===== config.mk =====
export PLATFORM = sky130hd
export DESIGN_NAME = bsx_exec_unit
export DESIGN_NICKNAME = d
export VERILOG_FILES = /design/src/logic/bsx_pkg.sv /design/src/logic/bsx_links.sv /design/src/logic/bsx_bit_insert.sv /design/src/logic/bsx_exec_unit.sv /design/src/logic/bsx_shift_unit.sv
export SDC_FILE = /design/constraint.sdc
export NUM_CORES = 1
export LEC_CHECK = 0
export CAP_MARGIN = 20
export CORE_ASPECT_RATIO = 1.1
export CORE_MARGIN = 2
export CORE_UTILIZATION = 64
export CTS_CLUSTER_SIZE = 10
export DETAILED_ROUTE_END_ITERATION = 8
export DONT_BUFFER_PORTS = 1
export PLACE_DENSITY = 0.8
export SLEW_MARGIN = 20
export SYNTH_ARGS = -nofsm -noshare
export SYNTH_HDL_FRONTEND = slang
export SYNTH_SLANG_ARGS = --single-unit

===== constraint.sdc =====
create_clock -name clock -period 3.1 [get_ports clock]
set_input_delay 0.31 -clock clock [delete_from_list [all_inputs] [get_ports clock]]
set_output_delay 0.31 -clock clock [all_outputs]
set_load 0.01 [all_outputs]

===== src/logic/bsx_pkg.sv =====
// package: widths, flag positions, op codes and states of the bit/shift unit
`default_nettype none

package bsx_pkg;

	// data path widths
	localparam int DATA_W    = 8;
	localparam int BIT_W     = 3;
	localparam int IO_ADDR_W = 6;

	// bit positions inside a data word
	localparam int MSB    = 7;
	localparam int LSB    = 0;
	localparam int NIB_LO = 3;
	localparam int NIB_HI = 4;

	// status flag positions
	localparam int FLAG_C = 0;
	localparam int FLAG_Z = 1;
	localparam int FLAG_N = 2;
	localparam int FLAG_V = 3;
	localparam int FLAG_S = 4;
	localparam int FLAG_H = 5;
	localparam int FLAG_T = 6;
	localparam int FLAG_I = 7;

	// reset and reference values
	localparam logic [DATA_W-1:0] STATUS_RST = 8'h00;
	localparam logic [DATA_W-1:0] DATA_ZERO  = 8'h00;
	localparam logic [DATA_W-1:0] BIT_ONE    = 8'h01;

	// execution length of the read-modify-write I/O ops, in cycles
	localparam int IO_OP_CYCLES = 2;

	// operation codes from the decoder
	typedef enum logic [4:0] {
		op_none                = 5'h00,
		io_bit_set_op          = 5'h01,
		io_bit_clear_op        = 5'h02,
		shift_left_logical_op  = 5'h03,
		shift_right_logical_op = 5'h04,
		rotate_left_carry_op   = 5'h05,
		rotate_right_carry_op  = 5'h06,
		shift_right_signed_op  = 5'h07,
		nibble_swap_op         = 5'h08,
		flag_set_op            = 5'h09,
		flag_clear_op          = 5'h0a,
		reg_bit_to_transfer_op = 5'h0b,
		transfer_to_reg_bit_op = 5'h0c,
		carry_force_one_op     = 5'h0d,
		carry_force_zero_op    = 5'h0e,
		negative_force_one_op  = 5'h0f,
		negative_force_zero_op = 5'h10,
		zero_force_one_op      = 5'h11,
		zero_force_zero_op     = 5'h12,
		irq_global_enable_op   = 5'h13,
		irq_global_disable_op  = 5'h14
	} bsx_op_e;

	// sequencer states, gray along idle -> io_mod -> idle
	typedef enum logic {
		st_idle   = 1'b0,
		st_io_mod = 1'b1
	} bsx_state_e;

endpackage

`default_nettype wire


===== src/logic/bsx_links.sv =====
// interfaces between the core and its shift and bit-insert units
`default_nettype none

interface bsx_shift_if;
	logic [bsx_pkg::DATA_W-1:0] operand;
	logic                       carry_in;
	bsx_pkg::bsx_op_e           op;
	logic [bsx_pkg::DATA_W-1:0] result;
	logic                       carry_out;
	logic                       zero;
	logic                       negative;
	logic                       overflow;

	modport core (output operand, carry_in, op,
		input result, carry_out, zero, negative, overflow);
	modport unit (input operand, carry_in, op,
		output result, carry_out, zero, negative, overflow);
endinterface

interface bsx_bitw_if;
	logic [bsx_pkg::DATA_W-1:0] word_in;
	logic [bsx_pkg::BIT_W-1:0]  index;
	logic                       value;
	logic [bsx_pkg::DATA_W-1:0] word_out;

	modport core (output word_in, index, value, input word_out);
	modport unit (input word_in, index, value, output word_out);
endinterface

`default_nettype wire


===== src/logic/bsx_bit_insert.sv =====
// replaces one selected bit of a word, all other bits pass through
`default_nettype none

module bsx_bit_insert (
	// word, bit index and new bit value
	bsx_bitw_if.unit bw
);

	// one mux per bit; only the indexed bit takes the new value
	for (genvar i = 0; i < bsx_pkg::DATA_W; i++)
	begin : g_bit
		assign bw.word_out[i] = (bw.index == bsx_pkg::BIT_W'(i)) ?
			bw.value : bw.word_in[i];
	end

endmodule // bsx_bit_insert

`default_nettype wire


===== src/logic/bsx_exec_unit.sv =====
// bit, shift, rotate and flag execution unit of the 8-bit core
`default_nettype none

module bsx_exec_unit (
	// clock and reset
	input  wire logic                               clock,
	input  wire logic                               reset,
	// op request from the decoder
	input  wire logic                               op_valid,
	input  wire bsx_pkg::bsx_op_e                   op_code,
	output logic                                    op_ready,
	// operands from the register file and decoder
	input  wire logic [bsx_pkg::DATA_W-1:0]         dest_data,
	input  wire logic [bsx_pkg::DATA_W-1:0]         src_data,
	input  wire logic [bsx_pkg::BIT_W-1:0]          bit_sel,
	input  wire logic [bsx_pkg::IO_ADDR_W-1:0]      io_addr,
	// destination register write port
	output logic                                    rd_we,
	output logic [bsx_pkg::DATA_W-1:0]              rd_wdata,
	// i/o space read and write ports
	output logic                                    io_rd_en,
	output logic [bsx_pkg::IO_ADDR_W-1:0]           io_rd_addr,
	input  wire logic [bsx_pkg::DATA_W-1:0]         io_rdata,
	output logic                                    io_we,
	output logic [bsx_pkg::IO_ADDR_W-1:0]           io_waddr,
	output logic [bsx_pkg::DATA_W-1:0]              io_wdata,
	// status flags register
	output logic [bsx_pkg::DATA_W-1:0]              status_flags_reg
);

	// whole state of the unit
	typedef struct packed {
		bsx_pkg::bsx_state_e              state;
		logic [bsx_pkg::DATA_W-1:0]       status;
		logic [bsx_pkg::IO_ADDR_W-1:0]    io_addr;
		logic [bsx_pkg::BIT_W-1:0]        bit_sel;
		logic                             set_bit;
	} bsx_core_s;

	localparam bsx_core_s CORE_RST = '{
		state:   bsx_pkg::st_idle,
		status:  bsx_pkg::STATUS_RST,
		io_addr: '0,
		bit_sel: '0,
		set_bit: 1'b0
	};

	bsx_core_s  s_q;
	bsx_core_s  s_d;
	logic       take;

	bsx_shift_if sh ();
	bsx_bitw_if  rb ();
	bsx_bitw_if  ib ();

	// shift network works straight on the destination operand
	assign sh.operand  = dest_data;
	assign sh.carry_in = s_q.status[bsx_pkg::FLAG_C];
	assign sh.op       = op_code;

	bsx_shift_unit u_shift (
		.sh (sh)
	);

	// register bit load inserts the transfer flag
	assign rb.word_in = dest_data;
	assign rb.index   = bit_sel;
	assign rb.value   = s_q.status[bsx_pkg::FLAG_T];

	bsx_bit_insert u_reg_bit (
		.bw (rb)
	);

	// i/o read-modify-write uses the operands latched at acceptance
	assign ib.word_in = io_rdata;
	assign ib.index   = s_q.bit_sel;
	assign ib.value   = s_q.set_bit;

	bsx_bit_insert u_io_bit (
		.bw (ib)
	);

	// ready drops for the second cycle of an i/o op
	assign op_ready = (s_q.state == bsx_pkg::st_idle);
	assign take     = op_valid && op_ready;
	assign status_flags_reg = s_q.status;

	// next state, write strobes and flag updates
	always_comb
	begin
		s_d        = s_q;
		rd_we      = 1'b0;
		rd_wdata   = sh.result;
		io_rd_en   = 1'b0;
		io_rd_addr = io_addr;
		io_we      = 1'b0;
		io_waddr   = s_q.io_addr;
		io_wdata   = ib.word_out;
		case (s_q.state)
			bsx_pkg::st_idle:
			begin
				if (take)
				begin
					case (op_code)
						bsx_pkg::io_bit_set_op,
						bsx_pkg::io_bit_clear_op:
						begin
							// read now, write back next cycle
							io_rd_en      = 1'b1;
							s_d.state     = bsx_pkg::st_io_mod;
							s_d.io_addr   = io_addr;
							s_d.bit_sel   = bit_sel;
							s_d.set_bit   = (op_code == bsx_pkg::io_bit_set_op);
						end
						bsx_pkg::shift_left_logical_op,
						bsx_pkg::shift_right_logical_op,
						bsx_pkg::rotate_left_carry_op,
						bsx_pkg::rotate_right_carry_op,
						bsx_pkg::shift_right_signed_op:
						begin
							rd_we = 1'b1;
							s_d.status[bsx_pkg::FLAG_C] = sh.carry_out;
							s_d.status[bsx_pkg::FLAG_Z] = sh.zero;
							s_d.status[bsx_pkg::FLAG_N] = sh.negative;
							s_d.status[bsx_pkg::FLAG_V] = sh.overflow;
						end
						bsx_pkg::nibble_swap_op:
							rd_we = 1'b1;
						bsx_pkg::flag_set_op:
							s_d.status[bit_sel] = 1'b1;
						bsx_pkg::flag_clear_op:
							s_d.status[bit_sel] = 1'b0;
						bsx_pkg::reg_bit_to_transfer_op:
							s_d.status[bsx_pkg::FLAG_T] = src_data[bit_sel];
						bsx_pkg::transfer_to_reg_bit_op:
						begin
							rd_we    = 1'b1;
							rd_wdata = rb.word_out;
						end
						bsx_pkg::carry_force_one_op:
							s_d.status[bsx_pkg::FLAG_C] = 1'b1;
						bsx_pkg::carry_force_zero_op:
							s_d.status[bsx_pkg::FLAG_C] = 1'b0;
						bsx_pkg::negative_force_one_op:
							s_d.status[bsx_pkg::FLAG_N] = 1'b1;
						bsx_pkg::negative_force_zero_op:
							s_d.status[bsx_pkg::FLAG_N] = 1'b0;
						bsx_pkg::zero_force_one_op:
							s_d.status[bsx_pkg::FLAG_Z] = 1'b1;
						bsx_pkg::zero_force_zero_op:
							s_d.status[bsx_pkg::FLAG_Z] = 1'b0;
						bsx_pkg::irq_global_enable_op:
							s_d.status[bsx_pkg::FLAG_I] = 1'b1;
						bsx_pkg::irq_global_disable_op:
							s_d.status[bsx_pkg::FLAG_I] = 1'b0;
						default:
							s_d = s_q;
					endcase
				end
			end
			bsx_pkg::st_io_mod:
			begin
				// final cycle: write the modified byte, flags untouched
				io_we     = 1'b1;
				s_d.state = bsx_pkg::st_idle;
			end
			default:
				s_d.state = bsx_pkg::st_idle;
		endcase
	end

	// single state register; all updates land at this edge
	always_ff @(posedge clock)
	begin
		if (reset)
			s_q <= CORE_RST;
		else
			s_q <= s_d;
	end

	// helper: single-bit mask for the latched i/o bit
	logic [bsx_pkg::DATA_W-1:0] io_mask;
	assign io_mask = bsx_pkg::BIT_ONE << s_q.bit_sel;
endmodule // bsx_exec_unit

`default_nettype wire


===== src/logic/bsx_shift_unit.sv =====
// shift, rotate and swap network with its result flags
`default_nettype none

module bsx_shift_unit (
	// operand in, result and flags out
	bsx_shift_if.unit sh
);

	// carry out keeps the old carry for ops that do not shift
	always_comb
	begin
		sh.result    = sh.operand;
		sh.carry_out = sh.carry_in;
		case (sh.op)
			bsx_pkg::shift_left_logical_op:
				{sh.carry_out, sh.result} = {sh.operand, 1'b0};
			bsx_pkg::shift_right_logical_op:
				{sh.result, sh.carry_out} = {1'b0, sh.operand};
			bsx_pkg::rotate_left_carry_op:
				{sh.carry_out, sh.result} = {sh.operand, sh.carry_in};
			bsx_pkg::rotate_right_carry_op:
				{sh.result, sh.carry_out} = {sh.carry_in, sh.operand};
			bsx_pkg::shift_right_signed_op:
				{sh.result, sh.carry_out} =
					{sh.operand[bsx_pkg::MSB], sh.operand};
			bsx_pkg::nibble_swap_op:
				sh.result = {sh.operand[bsx_pkg::NIB_LO:bsx_pkg::LSB],
					sh.operand[bsx_pkg::MSB:bsx_pkg::NIB_HI]};
			default:
				sh.result = sh.operand;
		endcase
	end

	// flags follow the result, overflow is n xor c
	assign sh.negative = sh.result[bsx_pkg::MSB];
	assign sh.zero     = (sh.result == bsx_pkg::DATA_ZERO);
	assign sh.overflow = sh.negative ^ sh.carry_out;

endmodule // bsx_shift_unit

`default_nettype wire


# After elaboration in Yosys (flattened, before gate mapping)
# Cells that the tools add are included.
[op_classes] addsub=0 n_eq_ne=34 reduce_logical=25 muxes=42 order_cmp=2 shift=0 bitwise_logic=5 mul=0 div_mod_pow=0
[op_table] operator="8-bit one-hot mux with 6 select lines" n=1
[op_table] operator="5-bit by 4-bit == test with 1-bit output, second input constant" n=8
[op_table] operator="5-bit == test, second input constant" n=5
[op_table] operator="1-bit two-way mux" n=25
[op_table] operator="3-bit == test, second input constant" n=8
[op_table] operator="8-bit two-way mux" n=3
[op_table] operator="3-bit AND reduction" n=8
[op_table] operator="5-bit by 3-bit == test with 1-bit output, second input constant" n=4
[op_table] operator="19-bit two-way mux" n=1
[op_table] operator="1-bit one-hot mux with 5 select lines" n=3
[op_table] operator="5-bit nonzero test" n=3
[op_table] operator="3-bit by 2-bit == test with 1-bit output, second input constant" n=4
[op_table] operator="5-bit by 2-bit == test with 1-bit output, second input constant" n=2
[op_table] operator="10-bit two-way mux" n=1
[op_table] operator="8-bit bitwise AND" n=1
[op_table] operator="8-bit logical NOT" n=1
[op_table] operator="8-bit NOT" n=1
[op_table] operator="8-bit bitwise OR" n=1
[op_table] operator="7-bit OR reduction" n=1
[op_table] operator="3-bit by 1-bit == test with 1-bit output, second input constant" n=2
[op_table] operator="3-bit logical NOT" n=2
[op_table] operator="1-bit one-hot mux with 3 select lines" n=2
[op_table] operator="3-bit nonzero test" n=2
[op_table] operator="5-bit by 1-bit == test with 1-bit output, second input constant" n=1
[op_table] operator="15 further kinds" n=18
[totals] output_inout_bits=40 n_memories=0 regBits=19 mem_bits_ro=0 latchBits=0 ram_bits=0 elab_cells=119

# Longest topological paths before layout
# Gate-level depths: netlist (run 1).
[logic_depth] word_depth=9 depth_mapped=9

# By module
# From an unflattened synthesis (run 1), not the netlist that was laid out.
[unflattened] hier_cells=280 area_unflattened_um2=2253.4
[by_module_without_submodules] module="bsx_exec_unit" instances=1 area_per_inst_um2=1460.2 cells_per_inst=178
[by_module_without_submodules] module="bsx_shift_unit" instances=1 area_per_inst_um2=503.0 cells_per_inst=70
[by_module_without_submodules] module="bsx_bit_insert" instances=2 area_per_inst_um2=145.1 cells_per_inst=16

# Worst setup path before layout (run 1)
# No wires, ideal clock.
[synth_timing] path_type="input -> output" startpoint="input op_code[3]" endpoint="output rd_wdata[3] (netlist bit)" required_time_ns=2.790 stages=6 slack_ns=0.912 arrival_time_ns=1.878 path_cell_list="buf_2 > clkbuf_1 > inv_1 > nor4_2 > clkbuf_1 > mux2i_1"
[synth_via] elab_chain_cells=5 elab_cells_between_ends=11
[synth_rtl] element="start, declared" line="bsx_exec_unit.sv:10" text="input wire bsx_pkg::bsx_op_e op_code,"
[synth_rtl] element="5-bit by 4-bit == test with 1-bit output (tied with other cells)" line="bsx_shift_unit.sv:14" text="case (sh.op)"
[synth_rtl] element="8-bit one-hot mux with 6 select lines" line="bsx_shift_unit.sv:14"
[synth_rtl] element="8-bit two-way mux" line="bsx_exec_unit.sv:104" text="case (op_code)"
[synth_rtl] element="8-bit two-way mux" line="bsx_exec_unit.sv:102" text="if (take)"
[synth_rtl] element="8-bit two-way mux *" line="bsx_exec_unit.sv:99" text="case (s_q.state)"
[synth_rtl] element="end, declared" line="bsx_exec_unit.sv:19" text="output logic [bsx_pkg::DATA_W-1:0] rd_wdata,"
# Mark *: on every way between the ends. The rest lies on a longest branch, timed or not.

# Worst setup path in the final report (run 1)
[layout_timing] startpoint="register s_q[18] (netlist bit)" endpoint="output io_rd_en"
[layout_via] elab_chain_cells=4
[layout_rtl] element="start, declared" line="bsx_exec_unit.sv:48" text="bsx_core_s s_q;"
[layout_rtl] element="start signal, assigned" line="bsx_exec_unit.sv:176" text="s_q <= CORE_RST;"
[layout_rtl] element="start signal, assigned" line="bsx_exec_unit.sv:178" text="s_q <= s_d;"
[layout_rtl] element="1-bit NOT (no line)"
[layout_rtl] element="1-bit logical AND" line="bsx_exec_unit.sv:85" text="assign take = op_valid && op_ready;"
[layout_rtl] element="1-bit two-way mux" line="bsx_exec_unit.sv:102"
[layout_rtl] element="1-bit two-way mux *" line="bsx_exec_unit.sv:99"
[layout_rtl] element="end, declared" line="bsx_exec_unit.sv:21" text="output logic io_rd_en,"
# Marked as above.

==> results of run 1 <==
## worst max path at each step
stage / to / slack (ps)
floorplan: rd_wdata[3] / 910
global placement: status_flags_reg[3] / 1150
detailed placement: status_flags_reg[3] / 1120
CTS: io_rd_en / 820
global route: io_rd_en / 650
finish: io_rd_en / 820
## cells in the final DEF (no fill, tap or decap), types with 3 or more instances in the layout
cell type,count
nand2_1,36
nor2_1,35
a21oi_1,24
dfxtp_1,19
nor3_1,15
mux2i_1,13
nand3_1,11
mux2_2,9
nor3b_1,8
inv_1,8
o21ai_0,8
a31oi_1,7
nand2b_1,6
nor2b_1,4
xor2_1,3
a22oi_1,3
nand4_1,3
nand3b_1,3
a22o_1,3
o221ai_1,3
o2111ai_1,3
o211ai_1,3
clkbuf_4,3
## per-layer routing
metal	share of wire (%)	up-vias	global-route usage, %	routed length, microns
met3	8.5	13	3.93	447
met5	0	-	0	0
met1	40	921	38.9	2120
li1	-	985	-	-
met4	2.1	0	9.30	112
met2	49	115	48.7	2610
## cells in the mapped netlist, types with 2 or more instances
cell type	instances	share of area [%]
nand2_1	36	6.7
nor2_1	35	6.5
a21oi_1	24	6.0
dfxtp_1	19	19
clkbuf_1	18	3.3
nor3_1	15	3.7
mux2i_1	13	6.5
nand3_1	11	2.7
mux2_2	9	5.0
buf_4	8	3.0
inv_1	8	1.5
nor3b_1	8	3.0
o21ai_0	8	2.0
a31oi_1	7	2.2
nand2b_1	6	1.9
buf_6	4	2.2
nor2b_1	4	1.2
a22o_1	3	1.3
a22oi_1	3	1.1
nand3b_1	3	1.1
nand4_1	3	0.93
o2111ai_1	3	1.3
o211ai_1	3	1.1
o221ai_1	3	1.3
xor2_1	3	1.3
a221oi_1	2	0.87
a32oi_1	2	0.87
and3_1	2	0.62
buf_1	2	0.37
buf_2	2	0.50
o21a_1	2	0.74
or3_1	2	0.62
## critical path, stage by stage (launching register included)
cell and delay [ps]:
dfxtp_1 380, nand2b_1 340, nor3_1 340, nand2_1 330
inv_2 280
## power by group
group	switching, W	internal (W)
Clock	0.0000771	0.0000501
Combinational	0.0000850	0.0000607
Sequential	0.0000104	0.000251
## per-stage QoR
step | power [W] | instances | instance area, sq um | setup slack [ps]
after floorplan | 0.000420 | 293 | 2020 | 912
after global placement | 0.000409 | 294 | 1880 | 1150
after detailed placement | 0.000410 | 294 | 1880 | 1120
after CTS | 0.000535 | 298 | 1900 | 818
after global routing | 0.000563 | 298 | 1900 | 654
final | 0.000534 | 298 | 1900 | 819
## area by class of cell
class	instances	area, sq um	share of cell area (%)
Multi-Input combinational cell	231	1410	74.2
Sequential cell	19	380	20.0
Tap cell	34	42.5	2.24
Inverter	9	33.8	1.78
Clock buffer	4	26.3	1.38
Timing Repair Buffer	1	7.51	0.394
## cells by family after synthesis
group	count (synthesis)	share of synthesized area (%)
compound gates	69	23.0
xor+xnor	4	1.74
buf+inv	43	11.1
flops	19	18.9
mux	22	11.5
simple gates	136	33.9
==> run_results.csv, run 1 <==
group,metric,value,unit
status,outcome,"finished, final reports clean",
route,drc,0,
route,first_pass_iters,6,
grt,grtUsageTotal,29.4,%
critical_path,rrSetupSlack,1120,ps
route,vias_per_cell,6.83,
die,dieArea,0.00362,sq mm
placed_design,hpwl,4070,microns
die,initial_core_util,66.7,%
sta,final_hold_viol_count,0,
clock_network,h-tree-depth,1,
sta,fin_tns_setup,0,ps
critical_path,crit_fanout,11,
yosys,synth_area,0.00202,sq mm
run,maxCapViolCount,0,
sta,drv_slew,0,
pwr,ir_drop,0.000217,V
die,die_w,57.5,microns
critical_path,cp.required,2790,ps
sta,finClkSkew,6.85,ps
die,coreArea,0.00302,sq mm
clock_network,insertion_delay,300,ps
worst_hold_path,min_path_type,"in2reg",
grt,grt_pass1_wl,8680,microns
yosys,syn_inst,293,
final_layout,drive_gt1_share,7.20,%
grt,overflow,0,
yosys,synth-edff-count,0,
final_layout,fin_util,63.0,%
yosys,ys_warn_count,0,
yosys,synth-seq-area-share,18.9,%
sta,period_share,73.6,%
sta,slew_headroom,55.4,%
critical_path,crit_type,"reg2out",
yosys,syn-num-nets,334,
clock_network,cts.reportedPaths.clkPinSlew,110,ps
yosys,async_flop_share,0,%
placed_design,port_buffers,0,
worst_hold_path,hold_end,"status_flags_reg[6]",
die,top_level_ports,81,
route,drt_iter0_drc,117,
clock_network,cts_tree,"built",
sta,tightest_slew,665,ps
final_layout,diodes,0,
final_layout,nFillCells,301,
critical_path,start_kind,"flip-flop",
clock_network,cts_buffer_depth,2,
yosys,synthFlopType,"dfxtp_1",
sta,fin_hold_ws,64.8,ps
worst_hold_path,worstHoldPathCells,1,
final_layout,area_growth,-5.64,%
clock_network,clock-sinks,19,
clock_network,root_buffer,"clkbuf_4",
critical_path,cp.arrival,1970,ps
pwr,power_density,281,mW/mm^2
pwr,power.leakage,0.649,nW
die,die_h,62.9,microns
route,drt_wl_total,5280,microns
sta,fmax,438,MHz
yosys,synth_seq_cells,19,
clock_network,ctsHoldBuffers,0,
grt,grt_max_degree,21,
route,routedWlPerCell,17.7,microns
final_layout,nets,306,
die,std_cell_rows,21,
sta,setup_viol,0,
critical_path,endpoint_kind,"primary output",
yosys,avgSynthCellArea,6.88,sq um
clock_network,post_cts_resized,0,
critical_path,startpoint,"s_q[18]",
critical_path,reg2reg_from,"s_q[18]",
route,antenna_left,0,
critical_path,reg2reg_depth,6,
clock_network,cts_buffers,3,
sta,period_needed,2280,ps
worst_hold_path,hp-start,"reset",
yosys,ys_types,54,
route,dr_total_vias,2034,
critical_path,r2r-end,"status_flags_reg[7]",
placed_design,gp_congestion,0.923,
clock_network,post-cts-setup-buffers,0,
sta,rsz0062_at_grt,"false",
grt,grt_pass1_vias,1800,
grt,antenna_found_initial,0,
Power figures use the tool's default switching activity.
==> run 2, diff against run 1 <==
clock period = 2.3 ns   (was 3.1 ns; I/O delays follow)
==> run 2 against run 1 <==
Net effect:
- non-clock buffer count is 4 higher
- critical path depth is 1 higher
- via count is 2.2% higher
- critical path type unchanged
- setup slack worse by 620 ps
- die area stayed put
==> run_results.csv, run 2 (synthesis results as in run 1) <==
group,metric,value,unit
status,outcome,"finished, final reports clean",
final_layout,fin_area,0.00194,sq mm
critical_path,crit_type,"reg2out",
placed_design,hpwl,4130,microns
route,first_pass_iters,5,
route,drc,0,
run,maxCapViolCount,0,
clock_network,h-tree-depth,1,
grt,grtUsageTotal,28.8,%
clock_network,cts.reportedPaths.clkPinSlew,110,ps
sta,period_share,91.4,%
sta,final_hold_viol_count,0,
critical_path,start_kind,"flip-flop",
sta,fmax,475,MHz
clock_network,cts_buffer_depth,2,
route,dr_total_vias,2078,
pwr,power_density,377,mW/mm^2
sta,slew_headroom,51.6,%
die,std_cell_rows,21,
route,dr_wl_met2,2590,microns
pwr,ir_drop,0.000304,V
route,dr_wl_met3,491,microns
pwr,combPwrFrac,28.4,%
clock_network,cts_tree,"built",
sta,tightest_slew,723,ps
final_layout,drive_gt1_share,8.96,%
critical_path,cp.arrival,1870,ps
pwr,seqPwrFrac,48.0,%
pwr,pwr-share-clk,23.5,%
clock_network,insertion_delay,300,ps
sta,fin_tns_setup,0,ps
pwr,p_sw,0.000242,W
sta,finClkSkew,5.74,ps
sta,rsz0062_at_grt,"false",
critical_path,crit_fanout,15,
sta,setup_viol,0,
pwr,p_int,0.000488,W
grt,grt_max_degree,21,
final_layout,layout_common_cells,"nand2_1, nor2_1, a21oi_1",
die,top_level_ports,81,
die,die_w,57.5,microns
die,coreArea,0.00302,sq mm
clock_network,post-cts-setup-buffers,0,
route,top_layer,"met4",
placed_design,gp_congestion,0.930,
worst_hold_path,min_path_type,"in2reg",
placed_design,detailed_place.area,0.00190,sq mm
route,vias_per_cell,6.88,
final_layout,area_growth,-3.85,%
final_layout,diodes,0,
critical_path,endpoint_kind,"primary output",
grt,grt_pass1_wl,8380,microns
final_layout,nets,310,
final_layout,final_common_cell,"nand2_1",
placed_design,port_buffers,0,
sta,drv_slew,0,
grt,antenna_found_initial,0,
die,die_h,62.9,microns
grt,grt_pass1_vias,1821,
clock_network,clock-sinks,19,
route,routedWlPerCell,17.6,microns
pwr,power.leakage,0.671,nW
route,drt_wl_total,5330,microns
route,drt_iter0_drc,111,
die,initial_core_util,66.7,%
clock_network,cts_buffers,3,
route,antenna_left,0,
route,m1WireLength,2060,microns
grt,overflow,0,
critical_path,cp.required,2070,ps
clock_network,root_buffer,"clkbuf_4",
die,dieArea,0.00362,sq mm
pwr,swShare,33.1,%
sta,period_needed,2100,ps
run 2: changes by cell type in the layout (fill, tap and decap cells not counted):
cell | previous run | this run
clkinv_2 | 0 | 1
dlygate4sd3_1 | 0 | 1
clkbuf_1 | 1 | 0
nand2b_1 | 6 | 5
buf_4 | 1 | 4
nand2b_2 | 0 | 1
run 2: what timing repair did:
action                                  4_1_cts  5_1_grt
resized for setup                             0        1
endpoints found under the hold margin        19        0
endpoints found under the setup margin        0        1
hold buffers                                  1        0
run 2: final timing paths:
check	startpoint	end	slack (ps)	cells past startpoint
worst max-delay path	s_q[18]	rd_wdata[7]	200	5
worst min-delay path	bit_sel[0]	ib.index[0]	50	2
worst max register to register	status_flags_reg[0]	status_flags_reg[3]	490	6
worst min register to register	io_waddr[0]	io_waddr[0]	510	2
run 2: power by group through the flow:
stage / clock, W / combinational (W) / sequential, W
floorplan: 0 / 0.000213 / 0.000354
global route: 0.000186 / 0.000226 / 0.000353
global placement: 0 / 0.000195 / 0.000358
finish: 0.000172 / 0.000208 / 0.000351
CTS: 0.000176 / 0.000205 / 0.000351
detailed placement: 0 / 0.000198 / 0.000358
run 2: area by class of cell:
cell class / count / area (sq um)
repair buffers: 5 / 40.0
clock buffers: 3 / 22.5
clock inverters: 1 / 5.00
fillers: 295 / 1080
well taps: 34 / 42.5
flip-flops and latches: 19 / 380
multi-input cells: 231 / 1420
inverters: 9 / 33.8
run 2: critical path: stages, from the launching register on:
cell	delay, ps
dfxtp_1	380
nand2b_2	310
nor4_2	270
buf_4	250
nor3_1	80
a21oi_1	280
run 2: through the flow:
step | hold WS (ps) | power [W] | setup slack [ps] | util [%] | std cells
floorplan | 366 | 0.000566 | 272 | - | 293
global placement | 302 | 0.000554 | 466 | 62.9 | 297
detailed placement | 302 | 0.000556 | 351 | 62.9 | 297
CTS | 36.6 | 0.000732 | 118 | 64.1 | 302
global route | 36.7 | 0.000765 | 58.8 | 64.2 | 302
finish | 45.8 | 0.000730 | 197 | 64.2 | 302
run 2: layer usage:
layer  vias up  GRT usage [%]
met1       943           35.5
met5         -              0
met4         0           13.4
met3        18           4.55
li1        995              -
met2       122           47.9
